## src/core/strap_cfg_pkg.sv

```systemverilog
`default_nettype none
package strap_cfg_pkg;
    localparam int unsigned CLK_PERIOD_NS    = 10;
    localparam int unsigned STRAP_WINDOW_MS  = 55;
    // Round down so the pins are handed back no later than the window's end
    localparam int unsigned STRAP_WINDOW_CYC_DEF = (STRAP_WINDOW_MS * 1000000) / CLK_PERIOD_NS;

    localparam int unsigned ADDR_W    = 8;
    localparam int unsigned DATA_W    = 8;
    localparam int unsigned CFG_DEPTH = 253;
    localparam int unsigned GPIO_W    = 6;
    localparam logic [7:0]  CFG_LAST  = 8'hfc;

    localparam logic [7:0] REF_TYPE_ADDR   = 8'h0a;
    localparam logic [7:0] OUT_ENABLE_ADDR = 8'h20;
    localparam logic [7:0] SLEW_ADDR       = 8'h21;
    localparam logic [7:0] GPIO_OUT_ADDR   = 8'h22;
    localparam logic [7:0] GPIO_OE_ADDR    = 8'h23;
    localparam logic [7:0] STATUS_ADDR     = 8'hfd;
    localparam logic [7:0] GPIO_IN_ADDR    = 8'hfe;

    localparam logic [7:0] REF_TYPE_RESET   = 8'h01;
    localparam logic [7:0] OUT_ENABLE_RESET = 8'h00;
    localparam logic [7:0] SLEW_RESET       = 8'hff;
    localparam logic [7:0] GPIO_OUT_RESET   = 8'h00;
    localparam logic [7:0] GPIO_OE_RESET    = 8'h00;

    localparam logic [5:0] STRAP_MASK      = 6'h3b;
    localparam int unsigned TEST_STRAP_BIT = 2;
    localparam int unsigned REF_TYPES      = 4;
    localparam int unsigned DIFF_OUTS      = 8;
    localparam int unsigned SE_OUTS        = 8;

    localparam logic [1:0] MCLK_SEL_20M    = 2'h2;
    localparam logic [1:0] MCLK_SEL_24M576 = 2'h3;

    typedef enum logic [1:0] {MCLK_RESERVED, MCLK_20M, MCLK_24M576} mclk_e;
    typedef enum logic [1:0] {ST_HOLD, ST_LOAD, ST_STRAP, ST_RUN} ldr_state_e;

    function automatic logic [7:0] cfg_default(input logic [7:0] addr);
        case (addr)
            REF_TYPE_ADDR:   cfg_default = REF_TYPE_RESET;
            OUT_ENABLE_ADDR: cfg_default = OUT_ENABLE_RESET;
            SLEW_ADDR:       cfg_default = SLEW_RESET;
            GPIO_OUT_ADDR:   cfg_default = GPIO_OUT_RESET;
            GPIO_OE_ADDR:    cfg_default = GPIO_OE_RESET;
            default:         cfg_default = 8'h00;
        endcase
    endfunction

    function automatic mclk_e mclk_decode(input logic [1:0] sel);
        case (sel)
            MCLK_SEL_20M:    mclk_decode = MCLK_20M;
            MCLK_SEL_24M576: mclk_decode = MCLK_24M576;
            default:         mclk_decode = MCLK_RESERVED;
        endcase
    endfunction
endpackage
`default_nettype wire

```

## src/core/strap_config_loader.sv

```systemverilog
`default_nettype none
module strap_config_loader #(
    parameter int unsigned STRAP_WINDOW_CYC = strap_cfg_pkg::STRAP_WINDOW_CYC_DEF
) (
    input  wire logic               ref_clk_i,
    input  wire logic               sys_rst_i,
    input  wire logic               chip_rst_n_i,
    input  wire logic [5:0]         gpio_i,
    output logic      [5:0]         gpio_o,
    output logic      [5:0]         gpio_oe_o,
    input  wire logic               otp_programmed_i,
    output logic                    otp_rd_o,
    output logic      [7:0]         otp_addr_o,
    input  wire logic [7:0]         otp_data_i,
    input  wire logic               host_wr_i,
    input  wire logic               host_rd_i,
    input  wire logic [7:0]         host_addr_i,
    input  wire logic [7:0]         host_wdata_i,
    output logic                    host_ready_o,
    output logic                    host_rvalid_o,
    output logic      [7:0]         host_rdata_o,
    output strap_cfg_pkg::mclk_e    mclk_freq_o,
    output logic      [5:0]         strap_cfg_o,
    output logic      [7:0]         clk_out_enable_o,
    output logic      [3:0]         ref_diff_o,
    output logic      [7:0]         se_slew_fast_o,
    output logic                    cfg_running_o
);
    localparam logic [31:0] WIN_LAST = 32'(STRAP_WINDOW_CYC - 1);
    logic                          rst_n_sync;
    logic [5:0]                    gpio_sync;
    logic [7:0]                    mem_rdata;
    strap_cfg_pkg::ldr_state_e     state_reg, state_next;
    logic [7:0]                    cnt_reg, cnt_next;
    logic [31:0]                   win_reg, win_next;
    logic                          sweep_done_reg, sweep_done_next;
    logic                          pend_reg, pend_next;
    logic [7:0]                    pend_addr_reg, pend_addr_next;
    logic                          capture;
    logic [1:0]                    mclk_sel_reg, mclk_sel_next;
    strap_cfg_pkg::mclk_e          mclk_freq_reg, mclk_freq_next;
    logic [5:0]                    strap_reg, strap_next;
    logic                          test_strap_reg, test_strap_next;
    logic                          wr_en;
    logic [7:0]                    wr_addr;
    logic [7:0]                    wr_data;
    logic                          host_acc;
    logic                          host_wr_ok;
    logic [7:0]                    ref_type_reg, ref_type_next;
    logic [7:0]                    out_en_reg, out_en_next;
    logic [7:0]                    slew_reg, slew_next;
    logic [7:0]                    gpo_reg, gpo_next;
    logic [7:0]                    gpoe_reg, gpoe_next;
    logic                          rvalid_reg, rvalid_next;
    logic [7:0]                    rdata_reg, rdata_next;
    logic [7:0]                    clk_en_reg, clk_en_next;
    logic [5:0]                    gpio_out_reg, gpio_out_next;
    logic [5:0]                    gpio_oe_reg, gpio_oe_next;
    dual_ff_sync #(.WIDTH(1)) u_rst_sync (
        .clk_i   (ref_clk_i),
        .rst_i   (sys_rst_i),
        .async_i (chip_rst_n_i),
        .sync_o  (rst_n_sync)
    );
    dual_ff_sync #(.WIDTH(strap_cfg_pkg::GPIO_W)) u_gpio_sync (
        .clk_i   (ref_clk_i),
        .rst_i   (sys_rst_i),
        .async_i (gpio_i),
        .sync_o  (gpio_sync)
    );
    cfg_space_mem u_cfg (
        .clk_i     (ref_clk_i),
        .wr_en_i   (wr_en),
        .wr_addr_i (wr_addr),
        .wr_data_i (wr_data),
        .rd_addr_i (host_addr_i),
        .rd_data_o (mem_rdata)
    );

    // Loader sequence: default sweep, image load, strap window, run
    always_comb begin
        state_next      = state_reg;
        cnt_next        = cnt_reg;
        win_next        = win_reg;
        sweep_done_next = sweep_done_reg;
        pend_next       = 1'b0;
        pend_addr_next  = cnt_reg;
        capture         = 1'b0;
        case (state_reg)
            strap_cfg_pkg::ST_HOLD: begin
                cnt_next = (cnt_reg >= strap_cfg_pkg::CFG_LAST) ? 8'h00 : cnt_reg + 8'h01;
                sweep_done_next = sweep_done_reg | (cnt_reg >= strap_cfg_pkg::CFG_LAST);
                win_next = 32'h0;
                // Leaving waits for one full sweep so no byte is left unwritten
                if (rst_n_sync && sweep_done_reg) begin
                    capture    = 1'b1;
                    cnt_next   = 8'h00;
                    state_next = otp_programmed_i ? strap_cfg_pkg::ST_LOAD : strap_cfg_pkg::ST_STRAP;
                end
            end
            strap_cfg_pkg::ST_LOAD: begin
                pend_next = 1'b1;
                cnt_next  = cnt_reg + 8'h01;
                if (cnt_reg == strap_cfg_pkg::CFG_LAST) begin
                    state_next = strap_cfg_pkg::ST_STRAP;
                end
            end
            strap_cfg_pkg::ST_STRAP: begin
                if (win_reg == WIN_LAST) begin
                    state_next = strap_cfg_pkg::ST_RUN;
                end
            end
            strap_cfg_pkg::ST_RUN:  state_next = strap_cfg_pkg::ST_RUN;
            default:                state_next = strap_cfg_pkg::ST_HOLD;
        endcase
        // The window runs from release, image load time included
        if (state_reg != strap_cfg_pkg::ST_HOLD && win_reg != WIN_LAST) begin
            win_next = win_reg + 32'h1;
        end
        if (!rst_n_sync && state_reg != strap_cfg_pkg::ST_HOLD) begin
            state_next      = strap_cfg_pkg::ST_HOLD;
            sweep_done_next = 1'b0;
            pend_next       = 1'b0;
            // Restart the sweep at zero so an aborted load cannot skip low addresses
            cnt_next        = 8'h00;
        end
    end
    always_ff @(posedge ref_clk_i or posedge sys_rst_i) begin
        if (sys_rst_i) begin
            state_reg      <= strap_cfg_pkg::ST_HOLD;
            cnt_reg        <= 8'h00;
            win_reg        <= 32'h0;
            sweep_done_reg <= 1'b0;
            pend_reg       <= 1'b0;
            pend_addr_reg  <= 8'h00;
        end else begin
            state_reg      <= state_next;
            cnt_reg        <= cnt_next;
            win_reg        <= win_next;
            sweep_done_reg <= sweep_done_next;
            pend_reg       <= pend_next;
            pend_addr_reg  <= pend_addr_next;
        end
    end

    // Straps are caught once, on the release of the reset pin
    always_comb begin
        mclk_sel_next   = mclk_sel_reg;
        mclk_freq_next  = mclk_freq_reg;
        strap_next      = strap_reg;
        test_strap_next = test_strap_reg;
        if (capture) begin
            mclk_sel_next   = gpio_sync[1:0];
            mclk_freq_next  = strap_cfg_pkg::mclk_decode(gpio_sync[1:0]);
            strap_next      = gpio_sync & strap_cfg_pkg::STRAP_MASK;
            test_strap_next = gpio_sync[strap_cfg_pkg::TEST_STRAP_BIT];
        end
    end
    always_ff @(posedge ref_clk_i or posedge sys_rst_i) begin
        if (sys_rst_i) begin
            mclk_sel_reg   <= 2'h0;
            mclk_freq_reg  <= strap_cfg_pkg::MCLK_RESERVED;
            strap_reg      <= 6'h00;
            test_strap_reg <= 1'b0;
        end else begin
            mclk_sel_reg   <= mclk_sel_next;
            mclk_freq_reg  <= mclk_freq_next;
            strap_reg      <= strap_next;
            test_strap_reg <= test_strap_next;
        end
    end

    // One write port for all three sources; a pending image byte outranks the host
    always_comb begin
        host_acc   = (state_reg == strap_cfg_pkg::ST_STRAP || state_reg == strap_cfg_pkg::ST_RUN) && !pend_reg;
        host_wr_ok = host_acc && host_wr_i && (32'(host_addr_i) < strap_cfg_pkg::CFG_DEPTH);
        wr_en      = 1'b0;
        wr_addr    = cnt_reg;
        wr_data    = strap_cfg_pkg::cfg_default(cnt_reg);
        if (state_reg == strap_cfg_pkg::ST_HOLD) begin
            wr_en = 1'b1;
        end else if (pend_reg) begin
            wr_en   = 1'b1;
            wr_addr = pend_addr_reg;
            wr_data = otp_data_i;
        end else if (host_wr_ok) begin
            wr_en   = 1'b1;
            wr_addr = host_addr_i;
            wr_data = host_wdata_i;
        end
        ref_type_next = ref_type_reg;
        out_en_next   = out_en_reg;
        slew_next     = slew_reg;
        gpo_next      = gpo_reg;
        gpoe_next     = gpoe_reg;
        if (state_reg == strap_cfg_pkg::ST_HOLD) begin
            ref_type_next = strap_cfg_pkg::REF_TYPE_RESET;
            out_en_next   = strap_cfg_pkg::OUT_ENABLE_RESET;
            slew_next     = strap_cfg_pkg::SLEW_RESET;
            gpo_next      = strap_cfg_pkg::GPIO_OUT_RESET;
            gpoe_next     = strap_cfg_pkg::GPIO_OE_RESET;
        end else if (wr_en) begin
            case (wr_addr)
                strap_cfg_pkg::REF_TYPE_ADDR:   ref_type_next = wr_data;
                strap_cfg_pkg::OUT_ENABLE_ADDR: out_en_next   = wr_data;
                strap_cfg_pkg::SLEW_ADDR:       slew_next     = wr_data;
                strap_cfg_pkg::GPIO_OUT_ADDR:   gpo_next      = wr_data;
                strap_cfg_pkg::GPIO_OE_ADDR:    gpoe_next     = wr_data;
                default:                        ref_type_next = ref_type_reg;
            endcase
        end
    end
    always_ff @(posedge ref_clk_i or posedge sys_rst_i) begin
        if (sys_rst_i) begin
            ref_type_reg <= strap_cfg_pkg::REF_TYPE_RESET;
            out_en_reg   <= strap_cfg_pkg::OUT_ENABLE_RESET;
            slew_reg     <= strap_cfg_pkg::SLEW_RESET;
            gpo_reg      <= strap_cfg_pkg::GPIO_OUT_RESET;
            gpoe_reg     <= strap_cfg_pkg::GPIO_OE_RESET;
        end else begin
            ref_type_reg <= ref_type_next;
            out_en_reg   <= out_en_next;
            slew_reg     <= slew_next;
            gpo_reg      <= gpo_next;
            gpoe_reg     <= gpoe_next;
        end
    end
    // Read answers and pin-facing outputs
    always_comb begin
        rvalid_next = host_acc && host_rd_i;
        rdata_next  = rdata_reg;
        if (host_acc && host_rd_i) begin
            case (host_addr_i)
                strap_cfg_pkg::STATUS_ADDR:  rdata_next = {2'(state_reg), 2'(mclk_freq_reg), 2'h0, mclk_sel_reg};
                strap_cfg_pkg::GPIO_IN_ADDR: rdata_next = {2'h0, gpio_sync};
                default:                     rdata_next = mem_rdata;
            endcase
        end
        clk_en_next   = 8'h00;
        gpio_out_next = gpo_reg[5:0];
        gpio_oe_next  = 6'h00;
        if (state_reg == strap_cfg_pkg::ST_STRAP || state_reg == strap_cfg_pkg::ST_RUN) begin
            clk_en_next    = out_en_reg;
            clk_en_next[0] = out_en_reg[0] | test_strap_reg;
        end
        // Strap pins stay inputs until the window closes
        if (state_reg == strap_cfg_pkg::ST_RUN) begin
            gpio_oe_next = gpoe_reg[5:0];
        end
    end
    always_ff @(posedge ref_clk_i or posedge sys_rst_i) begin
        if (sys_rst_i) begin
            rvalid_reg   <= 1'b0;
            rdata_reg    <= 8'h00;
            clk_en_reg   <= 8'h00;
            gpio_out_reg <= 6'h00;
            gpio_oe_reg  <= 6'h00;
        end else begin
            rvalid_reg   <= rvalid_next;
            rdata_reg    <= rdata_next;
            clk_en_reg   <= clk_en_next;
            gpio_out_reg <= gpio_out_next;
            gpio_oe_reg  <= gpio_oe_next;
        end
    end

    assign host_ready_o     = host_acc;
    assign host_rvalid_o    = rvalid_reg;
    assign host_rdata_o     = rdata_reg;
    assign otp_rd_o         = (state_reg == strap_cfg_pkg::ST_LOAD);
    assign otp_addr_o       = cnt_reg;
    assign gpio_o           = gpio_out_reg;
    assign gpio_oe_o        = gpio_oe_reg;
    assign mclk_freq_o      = mclk_freq_reg;
    assign strap_cfg_o      = strap_reg;
    assign clk_out_enable_o = clk_en_reg;
    assign ref_diff_o       = ref_type_reg[3:0];
    assign se_slew_fast_o   = slew_reg;
    assign cfg_running_o    = (state_reg == strap_cfg_pkg::ST_RUN);
endmodule
`default_nettype wire

```

## src/core/dual_ff_sync.sv

```systemverilog
`default_nettype none
module dual_ff_sync #(
    parameter int unsigned WIDTH = 1
) (
    input  wire logic             clk_i,
    input  wire logic             rst_i,
    input  wire logic [WIDTH-1:0] async_i,
    output logic      [WIDTH-1:0] sync_o
);
    logic [WIDTH-1:0] meta_reg;
    logic [WIDTH-1:0] sync_reg;

    // Reset to zero so a low-active pin reads as asserted until it is seen high
    always_ff @(posedge clk_i or posedge rst_i) begin
        if (rst_i) begin
            meta_reg <= '0;
            sync_reg <= '0;
        end else begin
            meta_reg <= async_i;
            sync_reg <= meta_reg;
        end
    end

    assign sync_o = sync_reg;
endmodule
`default_nettype wire

```

## src/core/cfg_space_mem.sv

```systemverilog
`default_nettype none
module cfg_space_mem (
    input  wire logic       clk_i,
    input  wire logic       wr_en_i,
    input  wire logic [7:0] wr_addr_i,
    input  wire logic [7:0] wr_data_i,
    input  wire logic [7:0] rd_addr_i,
    output logic      [7:0] rd_data_o
);
    // No reset: the loader sweeps defaults into every byte before release
    logic [7:0] mem [strap_cfg_pkg::CFG_DEPTH];

    always_ff @(posedge clk_i) begin
        if (wr_en_i && (32'(wr_addr_i) < strap_cfg_pkg::CFG_DEPTH)) begin
            mem[wr_addr_i] <= wr_data_i;
        end
    end

    assign rd_data_o = (32'(rd_addr_i) < strap_cfg_pkg::CFG_DEPTH) ? mem[rd_addr_i] : 8'h00;
endmodule
`default_nettype wire

```

## config.mk

```make
export PLATFORM = sky130hd
export DESIGN_NAME = strap_config_loader
export DESIGN_NICKNAME = d
export VERILOG_FILES = /design/src/core/strap_cfg_pkg.sv /design/src/core/strap_config_loader.sv /design/src/core/dual_ff_sync.sv /design/src/core/cfg_space_mem.sv
export SDC_FILE = /design/constraint.sdc
export NUM_CORES = 2
export LEC_CHECK = 0
export BUFFER_PORTS_ARGS = -buffer_cell sky130_fd_sc_hd__buf_2
export CORE_UTILIZATION = 36
export DETAILED_ROUTE_END_ITERATION = 10
export GPL_TIMING_DRIVEN = 0
export SKIP_CTS_REPAIR_TIMING = 1
export SYNTH_ARGS = -nofsm -noshare
export SYNTH_HDL_FRONTEND = slang
export SYNTH_SLANG_ARGS = --single-unit
```

## constraint.sdc

```tcl
create_clock -name ref_clk_i -period 5.2 [get_ports ref_clk_i]
set_input_delay 0.52 -clock ref_clk_i [delete_from_list [all_inputs] [get_ports ref_clk_i]]
set_output_delay 0.52 -clock ref_clk_i [all_outputs]
set_load 0.05 [all_outputs]
```

[After elaboration in Yosys (flattened, before gate mapping)]
Memory sizes are Yosys's and may differ from the RTL's.
Cells that the tools add are included.
Cells by class
  reduce and logical (&&, ||, !) cells: 28
  magnitude comparators: 3
  add/sub/neg operators: 2
  bitwise logic cells: 2
  equality and inequality tests: 20
  mux-type cells: 50
Operators with widths (number)
  $mux 8: 17
  $mux 32: 2
  $pmux 8 s2: 3
  $mux 6: 7
  $eq 8x6->1 const B: 5
  $add 32x1->32 const B: 1
  $eq 32x23->1 const B: 1
  $ne 32x23->1 const B: 1
  $eq 8x8->1 const B: 3
  $reduce_bool 2->1: 9
  $eq 8x4->1 const B: 2
  $lt 8x8->1 const B: 2
  $mux 4: 3
  $mux 1: 11
  $mux 2: 5
  $reduce_and 2->1: 5
  $add 8x1->8 const B: 1
  $eq 2x2->1 const B: 4
  $ge 8x8->1 const B: 1
  $logic_and 1x1->1: 8
  $pmux 2 s4: 1
  $ne 3x3->1 const B: 2
  $pmux 2 s2: 1
  $ne 3x1->1 const B: 1
  7 further kinds: 9
Word-level totals
  register bits after elaboration: 137
  memories: 1
  RAM bits: 2024
Memory list
  u_cfg.mem: depth 253, width 8, read ports 1, clocked after Yosys merged registers in 0, write ports 1, RTL line cfg_space_mem.sv:11  | logic [7:0] mem [strap_cfg_pkg::CFG_DEPTH];

[Logic depth before layout (Yosys ltp)]
  depth after elaboration: 12
  depth in mapped cells: 12
  mapped depth without buffers: 8

[Hierarchy]
From an unflattened synthesis, not the netlist that was laid out.
Unflattened totals
  cell total of the unflattened synthesis: 4331
  area, all modules: 85259.3 um^2
Modules (own cells, without submodules)
  cfg_space_mem: cells each 3696, times used 1, seq. area each 60778.3 um^2, area each 78916.9 um^2
  strap_config_loader: cells each 619, times used 1, seq. area each 3039.2 um^2, area each 5984.5 um^2
  dual_ff_sync at u_gpio_sync: cells each 13, times used 1, seq. area each 300.3 um^2, area each 304.0 um^2
  dual_ff_sync at u_rst_sync: cells each 3, times used 1, seq. area each 50.0 um^2, area each 53.8 um^2

[Worst setup path after synthesis]
OpenSTA, ideal clock, no wires.
  kind: reg-to-reg
  start point: reg cnt_reg[6] (netlist: otp_addr_o[6])
  end point: mem u_cfg.mem[0][1] (data pin)
  arrival: 4.933 ns
  stages on the path, launching flop included: 7
  data required time: 4.385 ns
  clock period less this slack: 5.749 ns
  slack: -0.549 ns
  library setup time: 0.815 ns
  path buffers: 0
  path through: dfrtp_1 > or2_2 > or3_1 > nor2_1 > o31a_1 > o221ai_1 > nand2_1
On the way
  cells in the longest elaborated chain, start to end: 5
Ends and longest elaborated chain
  start, declared: RTL line strap_config_loader.sv:34  | logic [7:0] cnt_reg, cnt_next;
  start signal, assigned: RTL line strap_config_loader.sv:138  | cnt_reg <= cnt_next;
  $eq 8x6->1 or $eq 8x4->1 (tied branches): RTL line strap_cfg_pkg.sv:41  | case (addr)
  $pmux 8 s2 (*): RTL line strap_cfg_pkg.sv:41
  $mux 8: RTL line strap_config_loader.sv:186  | end else if (host_wr_ok) begin
  $mux 8: RTL line strap_config_loader.sv:182  | end else if (pend_reg) begin
  $mux 8 (*): RTL line strap_config_loader.sv:180  | if (state_reg == strap_cfg_pkg::ST_HOLD) begin
  via u_cfg.wr_data_i[1]: RTL line cfg_space_mem.sv:6  | input wire logic [7:0] wr_data_i,
  end, declared: RTL line cfg_space_mem.sv:11
The timed path passes the listed nets; every way through them passes the cells marked *.

[Worst setup path after layout]
  start point: in host_addr_i[1]
  end point: reg rdata_reg[3] (netlist: host_rdata_o[3])
On the way
  cells in the longest elaborated chain, start to end: 3
Ends and longest elaborated chain
  start, declared: RTL line strap_config_loader.sv:17  | input wire logic [7:0] host_addr_i,
  $mem_v2 253x8 or $lt 8x8->1 (tied branches)
  $mux 8: RTL line cfg_space_mem.sv:19  | assign rd_data_o = (32'(rd_addr_i) < strap_cfg_pkg::CFG_DEPTH) ? mem[rd_addr_i] : 8'h00;
  $pmux 8 s2 (*): RTL line strap_config_loader.sv:233  | case (host_addr_i)
  end signal, assigned: RTL line strap_config_loader.sv:260  | rdata_reg <= rdata_next;
  end, declared: RTL line strap_config_loader.sv:55  | logic [7:0] rdata_reg, rdata_next;
Every way passes the cells marked *; elsewhere a longest branch is shown, timed or not.
A chain may end at the register's enable or synchronous reset.

==> results.toml <==
[logic_synthesis]
ys_seq_elements = 2159
synth-edff-count = 2024
synth_fp_nets = 4243
asyncSetResetFlopFracSynth_pct = 6.25
synth.yosys.warnings = 0
synth_area_per_cell_um2 = 20.2
post_synth_inst_count = 4202
synth-seq-area-share_pct = 75.7
synthesis.area_um2 = 84700
synth-main-ff-cell = "edfxtp_1"
synth.distinct_cells = 87

[cts]
clk_root_buffer_cell = "clkbuf_16"
cts.path.max_buffers = 3
cts_num_sinks = 2159
htree_levels = 4
clk-insertion-delay-late_ps = 890
tritoncts_clock_tree = "built"
cts.clk_slew.worst_paths_ps = 60
numCtsBuffers = 215

[hold_path]
holdPathEnd = "se_slew_fast_o[0]"
hp-class = "input port to register"
holdCritStartpoint = "otp_data_i[0]"
holdPathStages = 5

[setup_path]
cpPeakStageDelay_ps = 1300
crit_arrival_ps = 6100
timing.critical_path.max_delay_family = "buffers and inverters"
worst_r2r_endpoint = "u_cfg.mem[168][2]"
critical_path.endpoint_type = "register"
timing.rr.start = "pend_reg"
worstPathCellList = "buf_2 > buf_2 > buf_2 > buf_2 > buf_2 > nand2_1 > a21oi_1 > o21ai_0 > a2111oi_0 > a211o_1"
rr_worst_depth = 9
cp-start-kind = "input port"
critical_path.most_common_cell = "buf_2"
data_required_critical_path_ps = 6010
cp.buffers_inverters = 5
critical_path_peak_fanout = 10
critPathSlowestCell = "a2111oi_0"
r2r_slack_ps = 30
worstSetupPathType = "input port to register"

[place]
post-place-cells = 7453
place_hpwl_um = 210000
gpl.final_weighted_congestion = 1.01
port-buffer-count = 90

[drt]
detail_route.wl_per_cell_um = 41.5
drtAntennaViolNets = 0
avgViaCountPerCell = 6.27
detail_route.drc_violations = 0
detail_route.iter0.violations = 8926
drt_wl_total_um = 326000
vias = 49333
drt_first_pass_iters = 6

[die]
start_util_pct = 36.3
io_pins = 96
dieWidth_um = 487
design.die.area_um2 = 237000
floorplan.die.height_um = 487
num_rows = 177
core-area_um2 = 233000

[grt]
global_route.overflow_total = 0
grt_pass1_wl_um = 424000
grt_antenna_before_repair = 36
first_global_vias = 45879
largest_net_degree_at_the_start_of_global_routing = 150
grtUsageTotal_pct = 27.2

[final_layout]
layout.nets = 4588
final_instance_count_without_filler_cells = 7870
multi_input_comb_area_um2 = 19100
flip_flop_count_of_the_largest_register_all_copies_and_words_added = 2024
area_growth_pct = 14.3
area.sequential_um2 = 64200
layout-drive-gt1-share_pct = 24.4
nFillCells = 20348

[pwr]
static-leakage-power_nw = 34.1
vdd_drop_max_uv = 309
power.density_cell_area_nw_per_um2 = 365
total_power_mw = 35.4

[sta]
finalWorstSetupSlack_ps = -93.5
timing.final.hold_violations = 0
max_freq_ghz = 0.189
finalClockSkew_ps = 67.4
grt_setup_unrepaired = "false"
timing.final.setup_violations = 2
final_hold_slack_ps = 128
fin_crit_ps = 5290
min_period_over_period_pct = 102
tightestPinTransition_ps = 1610
worst_slew_slack_as_a_fraction_of_its_limit_pct = -7.08
final_max_slew_viol_count = 59

[status]
run_status = "complete, but fails checks"
violated_checks = "max-capacitance violations, max-slew violations, negative setup slack"

[job]
maxCapViolations = 9
## kinds of logic (layout without fill, tap and decap cells)
group                    after synthesis  after routing  share of synthesized area, %
AO/OA/AOI/OAI                        366            366                          3.15
flip-flops                          2159           2159                          75.7
other                                  1             21                       0.00443
buffers and inverters                268            784                          1.83
AND/OR/NAND/NOR                      729            729                          3.79
XOR/XNOR                              31             31                         0.320
multiplexers                         643            643                          15.1
adder cells (fa/ha/maj)                5              5                        0.0738
## area by class of cell
cell class / count / share of cell area [%]
clock inverters: 118 / 1.09
well taps: 3132 / 4.05
plain buffers: 254 / 1.60
clock buffers: 270 / 5.78
inverters: 14 / 0.0595
flip-flops and latches: 2159 / 66.3
multi-input cells: 1775 / 19.8
repair buffers: 128 / 1.32
diodes: 20 / 0.0517
## cells in the mapped netlist, drive strengths merged, types with 21 or more instances
cell / count / share of area (%)
nor2: 352 / 1.6
nand3: 45 / 0.27
nand2: 185 / 0.83
and2: 22 / 0.16
a21oi: 57 / 0.36
a22oi: 68 / 0.60
a221oi: 34 / 0.37
buf: 149 / 1.3
nand4: 21 / 0.16
and3: 22 / 0.16
mux4: 506 / 13
o21ai: 62 / 0.38
edfxtp: 2024 / 72
o221ai: 21 / 0.22
mux2i: 126 / 1.5
dfrtp: 126 / 3.7
clkbuf: 105 / 0.47
## per-layer routing
layer | up-vias | share of wire (%) | GRT usage (%)
met5 | - | 0.12 | 0.204
met4 | 40 | 6.6 | 15.6
met3 | 880 | 15 | 11.2
met2 | 4288 | 42 | 38.4
met1 | 26178 | 36 | 35.1
li1 | 17947 | - | -
## tightest hold or removal path, stage by stage
cell	delay, ps
buf_2	80
nand2_1	50
o21ai_0	100
nor2_1	70
mux2i_1	130
## how the worst max path moves through the flow
stage                        start           endpoint  slack (ps)  cells after the start
global placement      state_reg[1]  u_cfg.mem[124][6]       -4880                      6
detailed placement  host_addr_i[1]    host_rdata_o[3]        -590                     10
global route          state_reg[1]  u_cfg.mem[208][7]          80                     10
finish              host_addr_i[1]    host_rdata_o[3]         -90                     10
CTS                       pend_reg  u_cfg.mem[168][0]         220                      9
floorplan            otp_addr_o[6]    u_cfg.mem[0][0]        -480                      7
## report_power, final
| group | switching (mW) | leakage (nW) | internal [mW] |
|---|---|---|---|
| Combinational | 1.15 | 7.11 | 0.334 |
| Clock | 6.83 | 3.23 | 8.34 |
| Sequential | 0.00414 | 23.7 | 18.7 |
## placed cells by master (no fill, tap or decap), types with 9 or more instances in the layout
| cell type | synthesis | layout |
|---|---|---|
| and2_1 | 22 | 22 |
| buf_16 | 0 | 23 |
| mux4_2 | 506 | 506 |
| a22oi_1 | 68 | 68 |
| nand2b_1 | 10 | 10 |
| nand3_1 | 44 | 44 |
| diode_2 | 0 | 20 |
| clkbuf_2 | 0 | 34 |
| o21ai_0 | 48 | 48 |
| dfstp_2 | 9 | 9 |
| a31oi_1 | 18 | 18 |
| nand2_1 | 182 | 174 |
| o221ai_1 | 21 | 21 |
| buf_6 | 34 | 36 |
| inv_1 | 12 | 11 |
| mux2i_1 | 126 | 126 |
| clkbuf_1 | 105 | 125 |
| nand4_1 | 21 | 21 |
| xnor2_1 | 11 | 11 |
| edfxtp_1 | 2024 | 2024 |
| clkinv_1 | 1 | 50 |
| o22ai_1 | 20 | 20 |
| a21oi_1 | 54 | 54 |
| xor2_1 | 20 | 20 |
| buf_2 | 59 | 156 |
| nor2_1 | 352 | 349 |
| dfrtp_1 | 126 | 126 |
| a221oi_1 | 32 | 32 |
| and3_1 | 22 | 22 |
| a211oi_1 | 10 | 10 |
| clkbuf_16 | 0 | 215 |
| nor2b_1 | 12 | 12 |
| nor3_1 | 12 | 11 |
| buf_4 | 37 | 37 |
| mux2_2 | 11 | 11 |
| o21ai_1 | 10 | 10 |
| clkinv_2 | 0 | 32 |
| bufinv_16 | 0 | 15 |
## stage by stage
step	cell area [um2]	TNS, ps	worst slack [ps]	util, %
final	96800	-102	-93.5	41.5
after global routing	96800	0	79.9	41.5
after CTS	96600	0	221	41.4
after detailed placement	90000	-141400	-594	38.6
after global placement	89100	-6131460	-4880	38.2
after floorplan	84700	-353540	-485	-
Note: power is estimated with default switching activity, not from simulation.
